[src/pkg/guard_regs.svh]
`ifndef GUARD_REGS_SVH
`define GUARD_REGS_SVH
// apb byte offsets
`define OFS_WRITE_GUARD 12'h000
`define OFS_ROTATION 12'h004
`define OFS_VIEW_LEVEL 12'h008
`define OFS_GROUP_COUNT 12'h00c
`define OFS_GROUP_ADD 12'h010
`define OFS_GROUP_REMOVE 12'h014
`define OFS_STATUS 12'h018
`define OFS_REQ_NUM 12'h01c
`define OFS_REQ_CTRL 12'h020
`define OFS_RESULT 12'h024
// reset values
`define RST_WRITE_GUARD 16'h0000
`define RST_ROTATION 16'h0000
`define RST_VIEW_LEVEL 16'h0000
`define RST_GROUP_ADD 16'h270f
// codes
`define VAL_9999 16'h270f
`define GUARD_STOP_ONLY 16'h0000
`define GUARD_LOCK 16'h0001
`define GUARD_ANY 16'h0002
`define VIEW_EXTENDED 16'h0000
`define VIEW_USER 16'h0001
`define PNUM_MAX 16'h03e7
// parameter numbers
`define P_STALL_LVL 16'h0016
`define P_CARRIER 16'h0048
`define P_RESET_SEL 16'h004b
`define P_WRITE_GUARD 16'h004d
`define P_ROTATION 16'h004e
`define P_OPMODE 16'h004f
`define P_VIEW_LEVEL 16'h00a0
`define P_GROUP_COUNT 16'h00ac
`define P_GROUP_ADD 16'h00ad
`define P_GROUP_REMOVE 16'h00ae
`define P_SOFT_CARRIER 16'h00f0
`define P_CONTRAST 16'h03df
// request control bits
`define CTRL_GO_BIT 0
`define CTRL_WRITE_BIT 1
`define CTRL_CLEAR_BIT 2
`define CTRL_SIMPLE_BIT 3
`define CTRL_SRC_LSB 4
`endif

[src/pkg/guard_pkg.sv]
package guard_pkg;
    typedef enum logic [1:0] {
        src_panel,
        src_unit,
        src_comm
    } source_e;
    typedef struct packed {
        logic running;
        logic panel_mode;
        logic fwd_key;
        logic rev_key;
        logic forward_start;
        logic reverse_start;
        logic comm_fwd;
        logic comm_rev;
    } drive_s;
    typedef struct packed {
        logic run_fwd;
        logic run_rev;
        logic allowed;
        logic refused;
        logic store_we;
        logic visible;
    } verdict_s;
endpackage : guard_pkg

[src/design/group_store.sv]
`timescale 1ns/100ps
`default_nettype none
`include "guard_regs.svh"
module group_store #(
    parameter int DEPTH = 16
) (
    // clock and reset
    input wire logic clk_sys,
    input wire logic rstn,
    // operations
    input wire logic add,
    input wire logic remove,
    input wire logic clear_all,
    input wire logic [15:0] pnum,
    input wire logic [15:0] look_num,
    // status
    output logic [4:0] count,
    output logic hit
);
    typedef struct packed {
        logic [DEPTH-1:0] used;
        logic [DEPTH-1:0][15:0] num;
        logic [4:0] count;
        logic hit;
    } state_s;
    state_s s_r;
    state_s s_nxt;
    logic found;
    logic placed;
    always_comb begin
        s_nxt = s_r;
        found = 1'b0;
        placed = 1'b0;
        for (int i = 0; i < DEPTH; i++) begin
            if (s_r.used[i] && s_r.num[i] == pnum) begin
                found = 1'b1;
            end
        end
        if (clear_all) begin
            s_nxt.used = '0;
        end else if (remove) begin
            for (int i = 0; i < DEPTH; i++) begin
                if (s_r.used[i] && s_r.num[i] == pnum) begin
                    s_nxt.used[i] = 1'b0;
                end
            end
        end else if (add && !found) begin
            for (int i = 0; i < DEPTH; i++) begin
                if (!placed && !s_r.used[i]) begin
                    s_nxt.used[i] = 1'b1;
                    s_nxt.num[i] = pnum;
                    placed = 1'b1;
                end
            end
        end
        s_nxt.count = '0;
        s_nxt.hit = 1'b0;
        for (int i = 0; i < DEPTH; i++) begin
            s_nxt.count = s_nxt.count + 5'(s_nxt.used[i]);
            if (s_nxt.used[i] && s_nxt.num[i] == look_num) begin
                s_nxt.hit = 1'b1;
            end
        end
    end
    always_ff @(posedge clk_sys or negedge rstn) begin
        if (!rstn) begin
            s_r <= '0;
        end else begin
            s_r <= s_nxt;
        end
    end
    assign count = s_r.count;
    assign hit = s_r.hit;
endmodule : group_store
`default_nettype wire

[src/design/start_limit.sv]
`timescale 1ns/100ps
`default_nettype none
`include "guard_regs.svh"
module start_limit (
    // clock and reset
    input wire logic clk_sys,
    input wire logic rstn,
    // inputs
    input wire logic [15:0] rotation_limit_select,
    input wire guard_pkg::drive_s drive,
    // outputs
    output logic run_fwd,
    output logic run_rev
);
    typedef struct packed {
        logic fwd;
        logic rev;
    } state_s;
    state_s s_r;
    state_s s_nxt;
    logic want_fwd;
    logic want_rev;
    always_comb begin
        want_fwd = drive.fwd_key | drive.forward_start | drive.comm_fwd;
        want_rev = drive.rev_key | drive.reverse_start | drive.comm_rev;
        s_nxt.fwd = want_fwd && rotation_limit_select != 16'h0002; // [RULE9] [RULE10]
        s_nxt.rev = want_rev && rotation_limit_select != 16'h0001; // [RULE9] [RULE10]
    end
    always_ff @(posedge clk_sys or negedge rstn) begin
        if (!rstn) begin
            s_r <= '0;
        end else begin
            s_r <= s_nxt;
        end
    end
    assign run_fwd = s_r.fwd;
    assign run_rev = s_r.rev;
endmodule : start_limit
`default_nettype wire

[src/design/parameter_access_guard.sv]
// Summary of operation
// [RULE1] guard 0: ordinary writes only when stopped and in panel mode
// [RULE2] guard 0: carrier settings writable running in panel mode, not external
// [RULE3] guard 1: writes refused, reads still served
// [RULE4] guard 1: parameter clear and all-clear refused
// [RULE5] guard 1: parameters 22, 75, 77, 79, 160 still writable
// [RULE6] guard 2: writes accepted in any mode and run state
// [RULE7] guard 2: listed motor/terminal/life/control parameters refused while running
// [RULE8] write-guard setting itself writable at any time
// [RULE9] rotation limit: 0 both, 1 no reverse, 2 no forward
// [RULE10] rotation limit gates keys, terminals and communication starts
// [RULE11] view level 9999 shows only the simple set on panel and unit
// [RULE12] view level 0 shows simple and extended sets
// [RULE13] view level 1 shows only user group entries
// [RULE14] group count reads 0 to 16; writing 9999 clears group
// [RULE15] group add registers parameter 0 to 999; reads 9999
// [RULE16] group remove deletes parameter 0 to 999 from group
// [RULE17] group parameters writable only with view level 0
// [RULE18] user group holds at most sixteen entries
// [RULE19] guard, view level and contrast always readable
// [RULE20] guard, view level and group parameters never registered
// [RULE21] refused write leaves value unchanged and reports refusal
`timescale 1ns/100ps
`default_nettype none
`include "guard_regs.svh"
module parameter_access_guard #(
    parameter int GROUP_DEPTH = 16
) (
    // clock and reset
    input wire logic clk_sys,
    input wire logic rstn,
    // apb slave
    input wire logic psel,
    input wire logic penable,
    input wire logic pwrite,
    input wire logic [11:0] paddr,
    input wire logic [31:0] pwdata,
    output logic [31:0] prdata,
    output logic pready,
    output logic pslverr,
    // drive state and start sources
    input wire guard_pkg::drive_s drive,
    // run command and store control
    output logic run_fwd,
    output logic run_rev,
    output guard_pkg::verdict_s verdict
);
    typedef struct packed {
        logic [15:0] guard;
        logic [15:0] rotation;
        logic [15:0] view;
        logic [15:0] req_num;
        logic [7:0] req_ctrl;
        logic busy;
        guard_pkg::verdict_s verdict;
        logic [31:0] prdata;
        logic pready;
        logic pslverr;
        logic refused_sticky;
        logic [15:0] look;
    } state_s;
    state_s s_r;
    state_s s_nxt;
    logic [4:0] grp_count;
    logic grp_hit;
    logic grp_add;
    logic grp_remove;
    logic grp_clear;
    logic [15:0] grp_num;
    logic fwd_q;
    logic rev_q;
    logic access;
    logic [15:0] wv;
    logic ok;
    logic clear_cmd;
    logic simple;
    logic req_write;
    logic [15:0] rn;

    function automatic logic stop_only_list(input logic [15:0] n);
        return n == 16'd19 || n == 16'd23 || n == 16'd40 || n == 16'd48
            || n == 16'd60 || n == 16'd61 || n == 16'd66 || n == 16'd71
            || n == `P_OPMODE || (n >= 16'd80 && n <= 16'd84)
            || (n >= 16'd90 && n <= 16'd94) || n == 16'd96
            || (n >= 16'd178 && n <= 16'd184) || (n >= 16'd190 && n <= 16'd192)
            || (n >= 16'd255 && n <= 16'd258) || n == 16'd277
            || n == 16'd292 || n == 16'd293 || n == 16'd298 || n == 16'd329
            || n == 16'd343 || n == 16'd450 || n == 16'd541 || n == 16'd563
            || n == 16'd564 || n == 16'd800 || n == 16'd859;
    endfunction : stop_only_list

    function automatic logic group_param(input logic [15:0] n);
        return n == `P_GROUP_COUNT || n == `P_GROUP_ADD || n == `P_GROUP_REMOVE;
    endfunction : group_param

    // write decision for one parameter number
    function automatic logic write_ok(input logic [15:0] n, input logic [15:0] g,
                                      input logic [15:0] v, input guard_pkg::drive_s d);
        logic r;
        r = 1'b0;
        if (n == `P_WRITE_GUARD) begin
            r = 1'b1; // [RULE8]
        end else if (group_param(n) && v != `VIEW_EXTENDED) begin
            r = 1'b0; // [RULE17]
        end else if (g == `GUARD_LOCK) begin
            r = n == `P_STALL_LVL || n == `P_RESET_SEL || n == `P_OPMODE
                || n == `P_VIEW_LEVEL; // [RULE3] [RULE5]
        end else if (g == `GUARD_ANY) begin
            r = !(d.running && stop_only_list(n)); // [RULE6] [RULE7]
        end else if (n == `P_CARRIER || n == `P_SOFT_CARRIER) begin
            r = d.panel_mode; // [RULE2]
        end else begin
            r = d.panel_mode && !d.running; // [RULE1]
        end
        return r;
    endfunction : write_ok

    group_store #(
        .DEPTH(GROUP_DEPTH)
    ) u_group (
        .clk_sys(clk_sys),
        .rstn(rstn),
        .add(grp_add),
        .remove(grp_remove),
        .clear_all(grp_clear),
        .pnum(grp_num),
        .look_num(s_r.look),
        .count(grp_count),
        .hit(grp_hit)
    );

    start_limit u_start (
        .clk_sys(clk_sys),
        .rstn(rstn),
        .rotation_limit_select(s_r.rotation),
        .drive(drive),
        .run_fwd(fwd_q),
        .run_rev(rev_q)
    );

    always_comb begin
        s_nxt = s_r;
        access = psel && penable && !s_r.pready;
        wv = pwdata[15:0];
        grp_add = 1'b0;
        grp_remove = 1'b0;
        grp_clear = 1'b0;
        grp_num = wv;
        ok = 1'b0;
        rn = s_r.req_num;
        req_write = s_r.req_ctrl[`CTRL_WRITE_BIT];
        clear_cmd = s_r.req_ctrl[`CTRL_CLEAR_BIT];
        simple = s_r.req_ctrl[`CTRL_SIMPLE_BIT];
        s_nxt.pready = 1'b0;
        s_nxt.pslverr = 1'b0;
        s_nxt.look = s_r.req_num;
        s_nxt.verdict.store_we = 1'b0;
        if (access) begin
            s_nxt.pready = 1'b1;
            s_nxt.prdata = '0;
            unique case (paddr)
                `OFS_WRITE_GUARD: begin
                    s_nxt.prdata = {16'h0000, s_r.guard};
                    if (pwrite) begin
                        s_nxt.guard = wv; // [RULE8]
                    end
                end
                `OFS_ROTATION: begin
                    s_nxt.prdata = {16'h0000, s_r.rotation};
                    if (pwrite && write_ok(`P_ROTATION, s_r.guard, s_r.view, drive)) begin
                        s_nxt.rotation = wv; // [RULE9]
                    end else if (pwrite) begin
                        s_nxt.pslverr = 1'b1; // [RULE21]
                    end
                end
                `OFS_VIEW_LEVEL: begin
                    s_nxt.prdata = {16'h0000, s_r.view};
                    if (pwrite && write_ok(`P_VIEW_LEVEL, s_r.guard, s_r.view, drive)) begin
                        s_nxt.view = wv;
                    end else if (pwrite) begin
                        s_nxt.pslverr = 1'b1; // [RULE21]
                    end
                end
                `OFS_GROUP_COUNT: begin
                    s_nxt.prdata = {27'h0000000, grp_count}; // [RULE14]
                    ok = write_ok(`P_GROUP_COUNT, s_r.guard, s_r.view, drive);
                    if (pwrite && ok) begin
                        grp_clear = wv == `VAL_9999; // [RULE14]
                    end else if (pwrite) begin
                        s_nxt.pslverr = 1'b1; // [RULE17]
                    end
                end
                `OFS_GROUP_ADD, `OFS_GROUP_REMOVE: begin
                    s_nxt.prdata = {16'h0000, `RST_GROUP_ADD}; // [RULE15]
                    ok = write_ok(`P_GROUP_ADD, s_r.guard, s_r.view, drive);
                    if (pwrite && ok && wv <= `PNUM_MAX) begin
                        if (paddr == `OFS_GROUP_REMOVE) begin
                            grp_remove = 1'b1; // [RULE16]
                        end else if (wv == `P_WRITE_GUARD || wv == `P_VIEW_LEVEL
                                     || group_param(wv)) begin
                            s_nxt.pslverr = 1'b1; // [RULE20]
                        end else if (grp_count < 5'(GROUP_DEPTH)) begin
                            grp_add = 1'b1; // [RULE15] [RULE18]
                        end else begin
                            s_nxt.pslverr = 1'b1; // [RULE18]
                        end
                    end else if (pwrite && (!ok || wv != `VAL_9999)) begin
                        s_nxt.pslverr = 1'b1; // [RULE21]
                    end
                end
                `OFS_STATUS: begin
                    s_nxt.prdata = {24'h000000, 1'b0, s_r.refused_sticky, s_r.verdict};
                    if (pwrite && wv[0]) begin
                        s_nxt.refused_sticky = 1'b0;
                    end
                end
                `OFS_REQ_NUM: begin
                    s_nxt.prdata = {16'h0000, s_r.req_num};
                    if (pwrite) begin
                        s_nxt.req_num = wv;
                    end
                end
                `OFS_REQ_CTRL: begin
                    s_nxt.prdata = {24'h000000, s_r.req_ctrl};
                    if (pwrite) begin
                        s_nxt.req_ctrl = pwdata[7:0];
                        s_nxt.busy = pwdata[`CTRL_GO_BIT];
                    end
                end
                `OFS_RESULT: begin
                    s_nxt.prdata = {24'h000000, 2'b00, s_r.verdict};
                end
                default: begin
                    s_nxt.pslverr = 1'b1;
                end
            endcase
        end
        // queued store request from panel, unit or communication
        if (s_r.busy) begin
            s_nxt.busy = 1'b0;
            if (clear_cmd) begin
                ok = s_r.guard != `GUARD_LOCK; // [RULE4]
            end else if (req_write) begin
                ok = write_ok(rn, s_r.guard, s_r.view, drive);
            end else begin
                ok = 1'b1; // [RULE3]
            end
            s_nxt.verdict.allowed = ok;
            s_nxt.verdict.refused = !ok; // [RULE21]
            s_nxt.verdict.store_we = ok && (req_write || clear_cmd); // [RULE21]
            if (!ok) begin
                s_nxt.refused_sticky = 1'b1;
            end
            if (s_r.req_ctrl[`CTRL_SRC_LSB +: 2] == 2'(guard_pkg::src_comm)
                || req_write || clear_cmd) begin
                s_nxt.verdict.visible = 1'b1;
            end else if (rn == `P_WRITE_GUARD || rn == `P_VIEW_LEVEL
                         || rn == `P_CONTRAST) begin
                s_nxt.verdict.visible = 1'b1; // [RULE19]
            end else if (s_r.view == `VAL_9999) begin
                s_nxt.verdict.visible = simple; // [RULE11]
            end else if (s_r.view == `VIEW_USER) begin
                s_nxt.verdict.visible = grp_hit; // [RULE13]
            end else begin
                s_nxt.verdict.visible = 1'b1; // [RULE12]
            end
        end
        s_nxt.verdict.run_fwd = fwd_q;
        s_nxt.verdict.run_rev = rev_q;
    end

    always_ff @(posedge clk_sys or negedge rstn) begin
        if (!rstn) begin
            s_r <= '0;
            s_r.guard <= `RST_WRITE_GUARD;
            s_r.rotation <= `RST_ROTATION;
            s_r.view <= `RST_VIEW_LEVEL;
        end else begin
            s_r <= s_nxt;
        end
    end

    assign prdata = s_r.prdata;
    assign pready = s_r.pready;
    assign pslverr = s_r.pslverr;
    assign verdict = s_r.verdict;
    assign run_fwd = s_r.verdict.run_fwd; // [RULE10]
    assign run_rev = s_r.verdict.run_rev; // [RULE10]

    rev_block_a: assert property (@(posedge clk_sys) disable iff (!rstn)
        s_r.rotation == 16'h0001 && $stable(s_r.rotation) |-> ##2 !run_rev) // [RULE9]
        else $error("reverse start passed while blocked");
    fwd_block_a: assert property (@(posedge clk_sys) disable iff (!rstn)
        s_r.rotation == 16'h0002 && $stable(s_r.rotation) |-> ##2 !run_fwd) // [RULE10]
        else $error("forward start passed while blocked");
    guard_free_a: assert property (@(posedge clk_sys) disable iff (!rstn)
        psel && penable && pwrite && !pready && paddr == `OFS_WRITE_GUARD
        |=> s_r.guard == $past(pwdata[15:0]) && !pslverr) // [RULE8]
        else $error("write guard write lost");
    lock_clear_a: assert property (@(posedge clk_sys) disable iff (!rstn)
        s_r.busy && s_r.req_ctrl[`CTRL_CLEAR_BIT] && s_r.guard == `GUARD_LOCK
        |=> verdict.refused && !verdict.store_we) // [RULE4]
        else $error("clear accepted under lock");
    lock_write_a: assert property (@(posedge clk_sys) disable iff (!rstn)
        s_r.busy && !s_r.req_ctrl[`CTRL_CLEAR_BIT] && s_r.req_ctrl[`CTRL_WRITE_BIT]
        && s_r.guard == `GUARD_LOCK && s_r.req_num == 16'd3 |=> verdict.refused) // [RULE3]
        else $error("write accepted under lock");
    stop_write_a: assert property (@(posedge clk_sys) disable iff (!rstn)
        s_r.busy && !s_r.req_ctrl[`CTRL_CLEAR_BIT] && s_r.req_ctrl[`CTRL_WRITE_BIT]
        && s_r.guard == `GUARD_STOP_ONLY && drive.running && s_r.req_num == 16'd3
        |=> verdict.refused) // [RULE1]
        else $error("running write accepted");
    run_list_a: assert property (@(posedge clk_sys) disable iff (!rstn)
        s_r.busy && !s_r.req_ctrl[`CTRL_CLEAR_BIT] && s_r.req_ctrl[`CTRL_WRITE_BIT]
        && s_r.guard == `GUARD_ANY && drive.running && s_r.req_num == 16'd800
        |=> verdict.refused) // [RULE7]
        else $error("listed parameter written while running");
    count_max_a: assert property (@(posedge clk_sys) disable iff (!rstn)
        grp_count <= 5'd16) // [RULE18]
        else $error("group count above sixteen");
    refuse_we_a: assert property (@(posedge clk_sys) disable iff (!rstn)
        verdict.refused |-> !verdict.store_we) // [RULE21]
        else $error("refused write stored");
    write_cv: cover property (@(posedge clk_sys) disable iff (!rstn)
        verdict.store_we);
    refuse_cv: cover property (@(posedge clk_sys) disable iff (!rstn)
        verdict.refused);
    group_cv: cover property (@(posedge clk_sys) disable iff (!rstn)
        grp_count == 5'd16);
endmodule : parameter_access_guard
`default_nettype wire

[config.mk]
export PLATFORM = sky130hd
export DESIGN_NAME = parameter_access_guard
export DESIGN_NICKNAME = d
export VERILOG_FILES = /design/src/pkg/guard_pkg.sv /design/src/design/group_store.sv /design/src/design/start_limit.sv /design/src/design/parameter_access_guard.sv
export VERILOG_INCLUDE_DIRS = /design/src /design/src/pkg
export SDC_FILE = /design/constraint.sdc
export NUM_CORES = 1
export LEC_CHECK = 0
export ABC_AREA = 1
export BUFFER_PORTS_ARGS = -buffer_cell sky130_fd_sc_hd__buf_2
export CORE_UTILIZATION = 35
export CTS_BUF_LIST = sky130_fd_sc_hd__clkbuf_8
export CTS_CLUSTER_DIAMETER = 150
export DETAILED_ROUTE_END_ITERATION = 10
export SETUP_SLACK_MARGIN = 0.4
export SLEW_MARGIN = 0
export SYNTH_ARGS = -nofsm -noshare
export SYNTH_HDL_FRONTEND = slang
export SYNTH_SLANG_ARGS = --single-unit
[constraint.sdc]
create_clock -name clk_sys -period 5.6 [get_ports clk_sys]
set_input_delay 0.56 -clock clk_sys [delete_from_list [all_inputs] [get_ports clk_sys]]
set_output_delay 0.56 -clock clk_sys [all_outputs]
set_load 0.05 [all_outputs]
==> metrics.cfg <==
[layout]
layout_commonest_cell = nand2_1
nets = 4268
fin_cells = 5282
area_growth_pct = 13.5
mostFrequentLayoutCells = 1,643 x nand2_1, 477 x inv_1, 394 x dfrtp_1, 387 x nor2_1, 223 x nand3_1
utilization = 0.403
drive_above_1_share = 0.120
fillers = 8127

[clock_tree]
cts_tree = done
hold_buffers = 0
clockRootBuffer = clkbuf_8
numClockSinks = 394
ctsHtreeMaxLevel = 3
path_clk_slew_ps = 60
numCtsBuffers = 75
clk_latency_ps = 700
ctsLongestPathBuffers = 3

[worst_setup_path]
worstPathArrival_ps = 5770
critPathRequiredTime_ps = 6160
startpoint_type = flop
worstSetupEndpointType = flop
crit_type = reg2reg
cp_max_fo = 3

[grt]
grt_usage = 0.274
grt_max_degree = 134
grt_pass1_vias = 25291
overflow = 0
antenna_found_initial = 2
grt_pass1_wl_mm = 159

[logic_synthesis]
synthXorXnorAreaFrac = 0.0347
yosys.area.top_type = dfrtp_1
syn_area_per_cell_um2 = 6.61
yosys.cell_types.count = 58
seq_area_frac_synth = 0.365
synth_top_family_by_area = simple AND/OR/NAND/NOR gates
synthAdderAreaFrac = 0.00972
netlist_area_um2 = 27000
synth_area_leaders = dfrtp_1 36%, nand2_1 23%, inv_1 6.3%
synth_ff_type = dfrtp_1
yosys.area_share.simple = 0.384
async_reset_ff_frac = 1.00
synth_seq_cells = 394
synth_edf_count = 0
synth_warnings = 0
muxShareOfSynthArea = 0
synth_top_area_frac = 0.365
syn_inst = 4086
synth_compound_area_frac = 0.0772

[sta]
finalCritPeriodShare = 0.930
hold_viol_final = 1
fin_tns_setup_ps = 0
tightestPinTransition_ps = 1240
slew_viol_final = 0
slew_headroom = 0.176
rsz0062_at_grt = true
setup_violations = 0
fin_skew_ps = 33.2
period_minus_slack_ps = 5210
fmax_ghz = 0.192
hold_ws_ps = -2.37

[power]
power.leakage_nw = 16.2
p_per_area_nw_per_um2 = 204
vdd_drop_max_mv = 0.144

[detailed_routing]
first_pass_iters = 8
antenna_left = 0
routedWlPerCell_um = 20.4
wl_mm = 108
via_per_inst = 5.15
vias = 27220
drtIter0Drc = 3416
drc_errors = 0

[die]
chipHeight_um = 280
io_pins = 99
start_util = 0.355
die_area_um2 = 78300
num_rows = 101
die_x_um = 280
core_um2 = 76200

[placed_design]
gp_congestion = 0.976
io_buffers = 66
hpwl_mm = 73.3
dp_cells = 5136

[run_status]
violations = negative hold slack
status = finished, violations left

[min_path]
hp-class = in2async

[job]
drv_cap = 0

==> area by class of cell <==
cell class / instances / area (um2) / area share
inverters: 501 / 1900 / 0.0619
flip-flops and latches: 394 / 9860 / 0.321
diodes: 2 / 5.00 / 0.000163
repair buffers: 259 / 2310 / 0.0754
clock inverters: 37 / 188 / 0.00612
well taps: 1030 / 1290 / 0.0420
multi-input cells: 2965 / 13800 / 0.451
clock buffers: 94 / 1290 / 0.0422
==> cell usage after synthesis, types with 3 or more instances <==
cell type	count
nor2_4	7
a221oi_1	18
nand3_2	7
nand2_2	14
nor2_2	12
fa_1	10
a211oi_1	4
buf_1	8
o21ai_1	57
a31oi_1	8
ha_1	5
buf_4	67
nand3b_1	3
nand4_2	3
xor2_1	107
o211ai_1	34
nor2_1	389
clkinv_1	5
inv_4	7
o22ai_1	20
nand3_4	10
buf_6	46
nand3_1	224
o21ai_0	140
buf_2	43
a21oi_1	39
inv_2	37
a21o_1	6
o2111ai_1	4
nor3_2	6
nor2_8	3
or2_2	5
nand2_4	3
nor4_1	6
nand2_1	1646
clkbuf_1	74
o21ai_2	12
inv_1	452
nand4_1	110
nor3_1	20
dfrtp_1	394
==> critical path, stage by stage, from the launching register on <==
cell,delay (ps)
dfrtp_1,390
nor2_1,130
nand3_1,150
nor2_2,150
nand2_2,90
nand2_2,100
nand4_4,180
nor2_4,250
nand2_4,90
nor2_8,140
buf_6,110
nand4_1,90
a21oi_2,170
inv_1,80
fa_1,510
fa_1,540
fa_1,430
fa_1,520
inv_2,40
fa_2,370
fa_2,360
xor2_1,170
==> path summary, 6_finish.rpt <==
| path | depth (start not counted) | endpoint | slack (ps) | start |
|---|---|---|---|---|
| worst max register to register | 21 | u_group.count[2] | 390 | s_r[124] |
| worst min register to register | 0 | run_fwd | 350 | u_start.run_fwd |
| max in group asynchronous | 2 | u_group.s_r[192] | 4250 | rstn |
| min in group clk_sys | 3 | u_start.run_rev | 170 | drive[0] |
| worst min-delay path | 1 | s_r[63] | -2 | rstn |
| worst max-delay path | 21 | u_group.count[2] | 390 | s_r[124] |
==> registers in the layout, indices dropped and copies added, names as in the netlist <==
name and count:
clear_cmd 1, prdata 16, pready 1, pslverr 1, req_write 1, rn 16, run_fwd 1, run_rev 1
s_r 72, u_group.count 5, u_group.hit 1, u_group.s_r 272, u_start.run_fwd 1, u_start.run_rev 1, verdict 4
==> cell families (layout without fill, tap and decap cells) <==
family | after synthesis | in the layout
simple gates | 2473 | 2473
buf+inv | 742 | 891
flops | 394 | 394
compound gates | 354 | 354
xor+xnor | 107 | 107
fa+ha+maj | 15 | 15
other cells | 1 | 18
==> layer usage <==
metal	wire (um)	part of all wire	global-route usage	up-vias
li1	-	-	-	12925
met2	47000	0.44	0.426	1279
met1	45900	0.43	0.372	12738
met3	9510	0.088	0.0456	278
met4	5340	0.050	0.124	0
met5	0	0	0	-
==> stage by stage <==
step           total power [mW]  cell area [um2]  setup WS [ps]  hold slack (ps)
4_1_cts                    6.30            30600            402             8.61
2_1_floorplan              3.16            27100            407              264
3_3_place_gp               3.43            29000          -81.8              332
3_5_place_dp               3.43            29000          -83.1              336
6_report                   6.27            30700            392            -2.37
5_1_grt                    6.46            30700            257             41.5
==> power breakdown <==
group / internal (mW) / total (mW) / switching (mW) / leakage, nW
combinational: 0.156 / 0.533 / 0.376 / 10.0
clock: 1.52 / 2.89 / 1.37 / 0.860
sequential: 2.85 / 2.85 / 0.00170 / 5.28
==> timing repair <==
item                                    in CTS  in global routing
gates resized for setup                      6                 12
setup buffers                                7                  6
endpoints found under the setup margin       4                  4
pin swaps                                   10                  9
hold endpoints to repair                     0                  0
(Power assumes the default switching activity.)
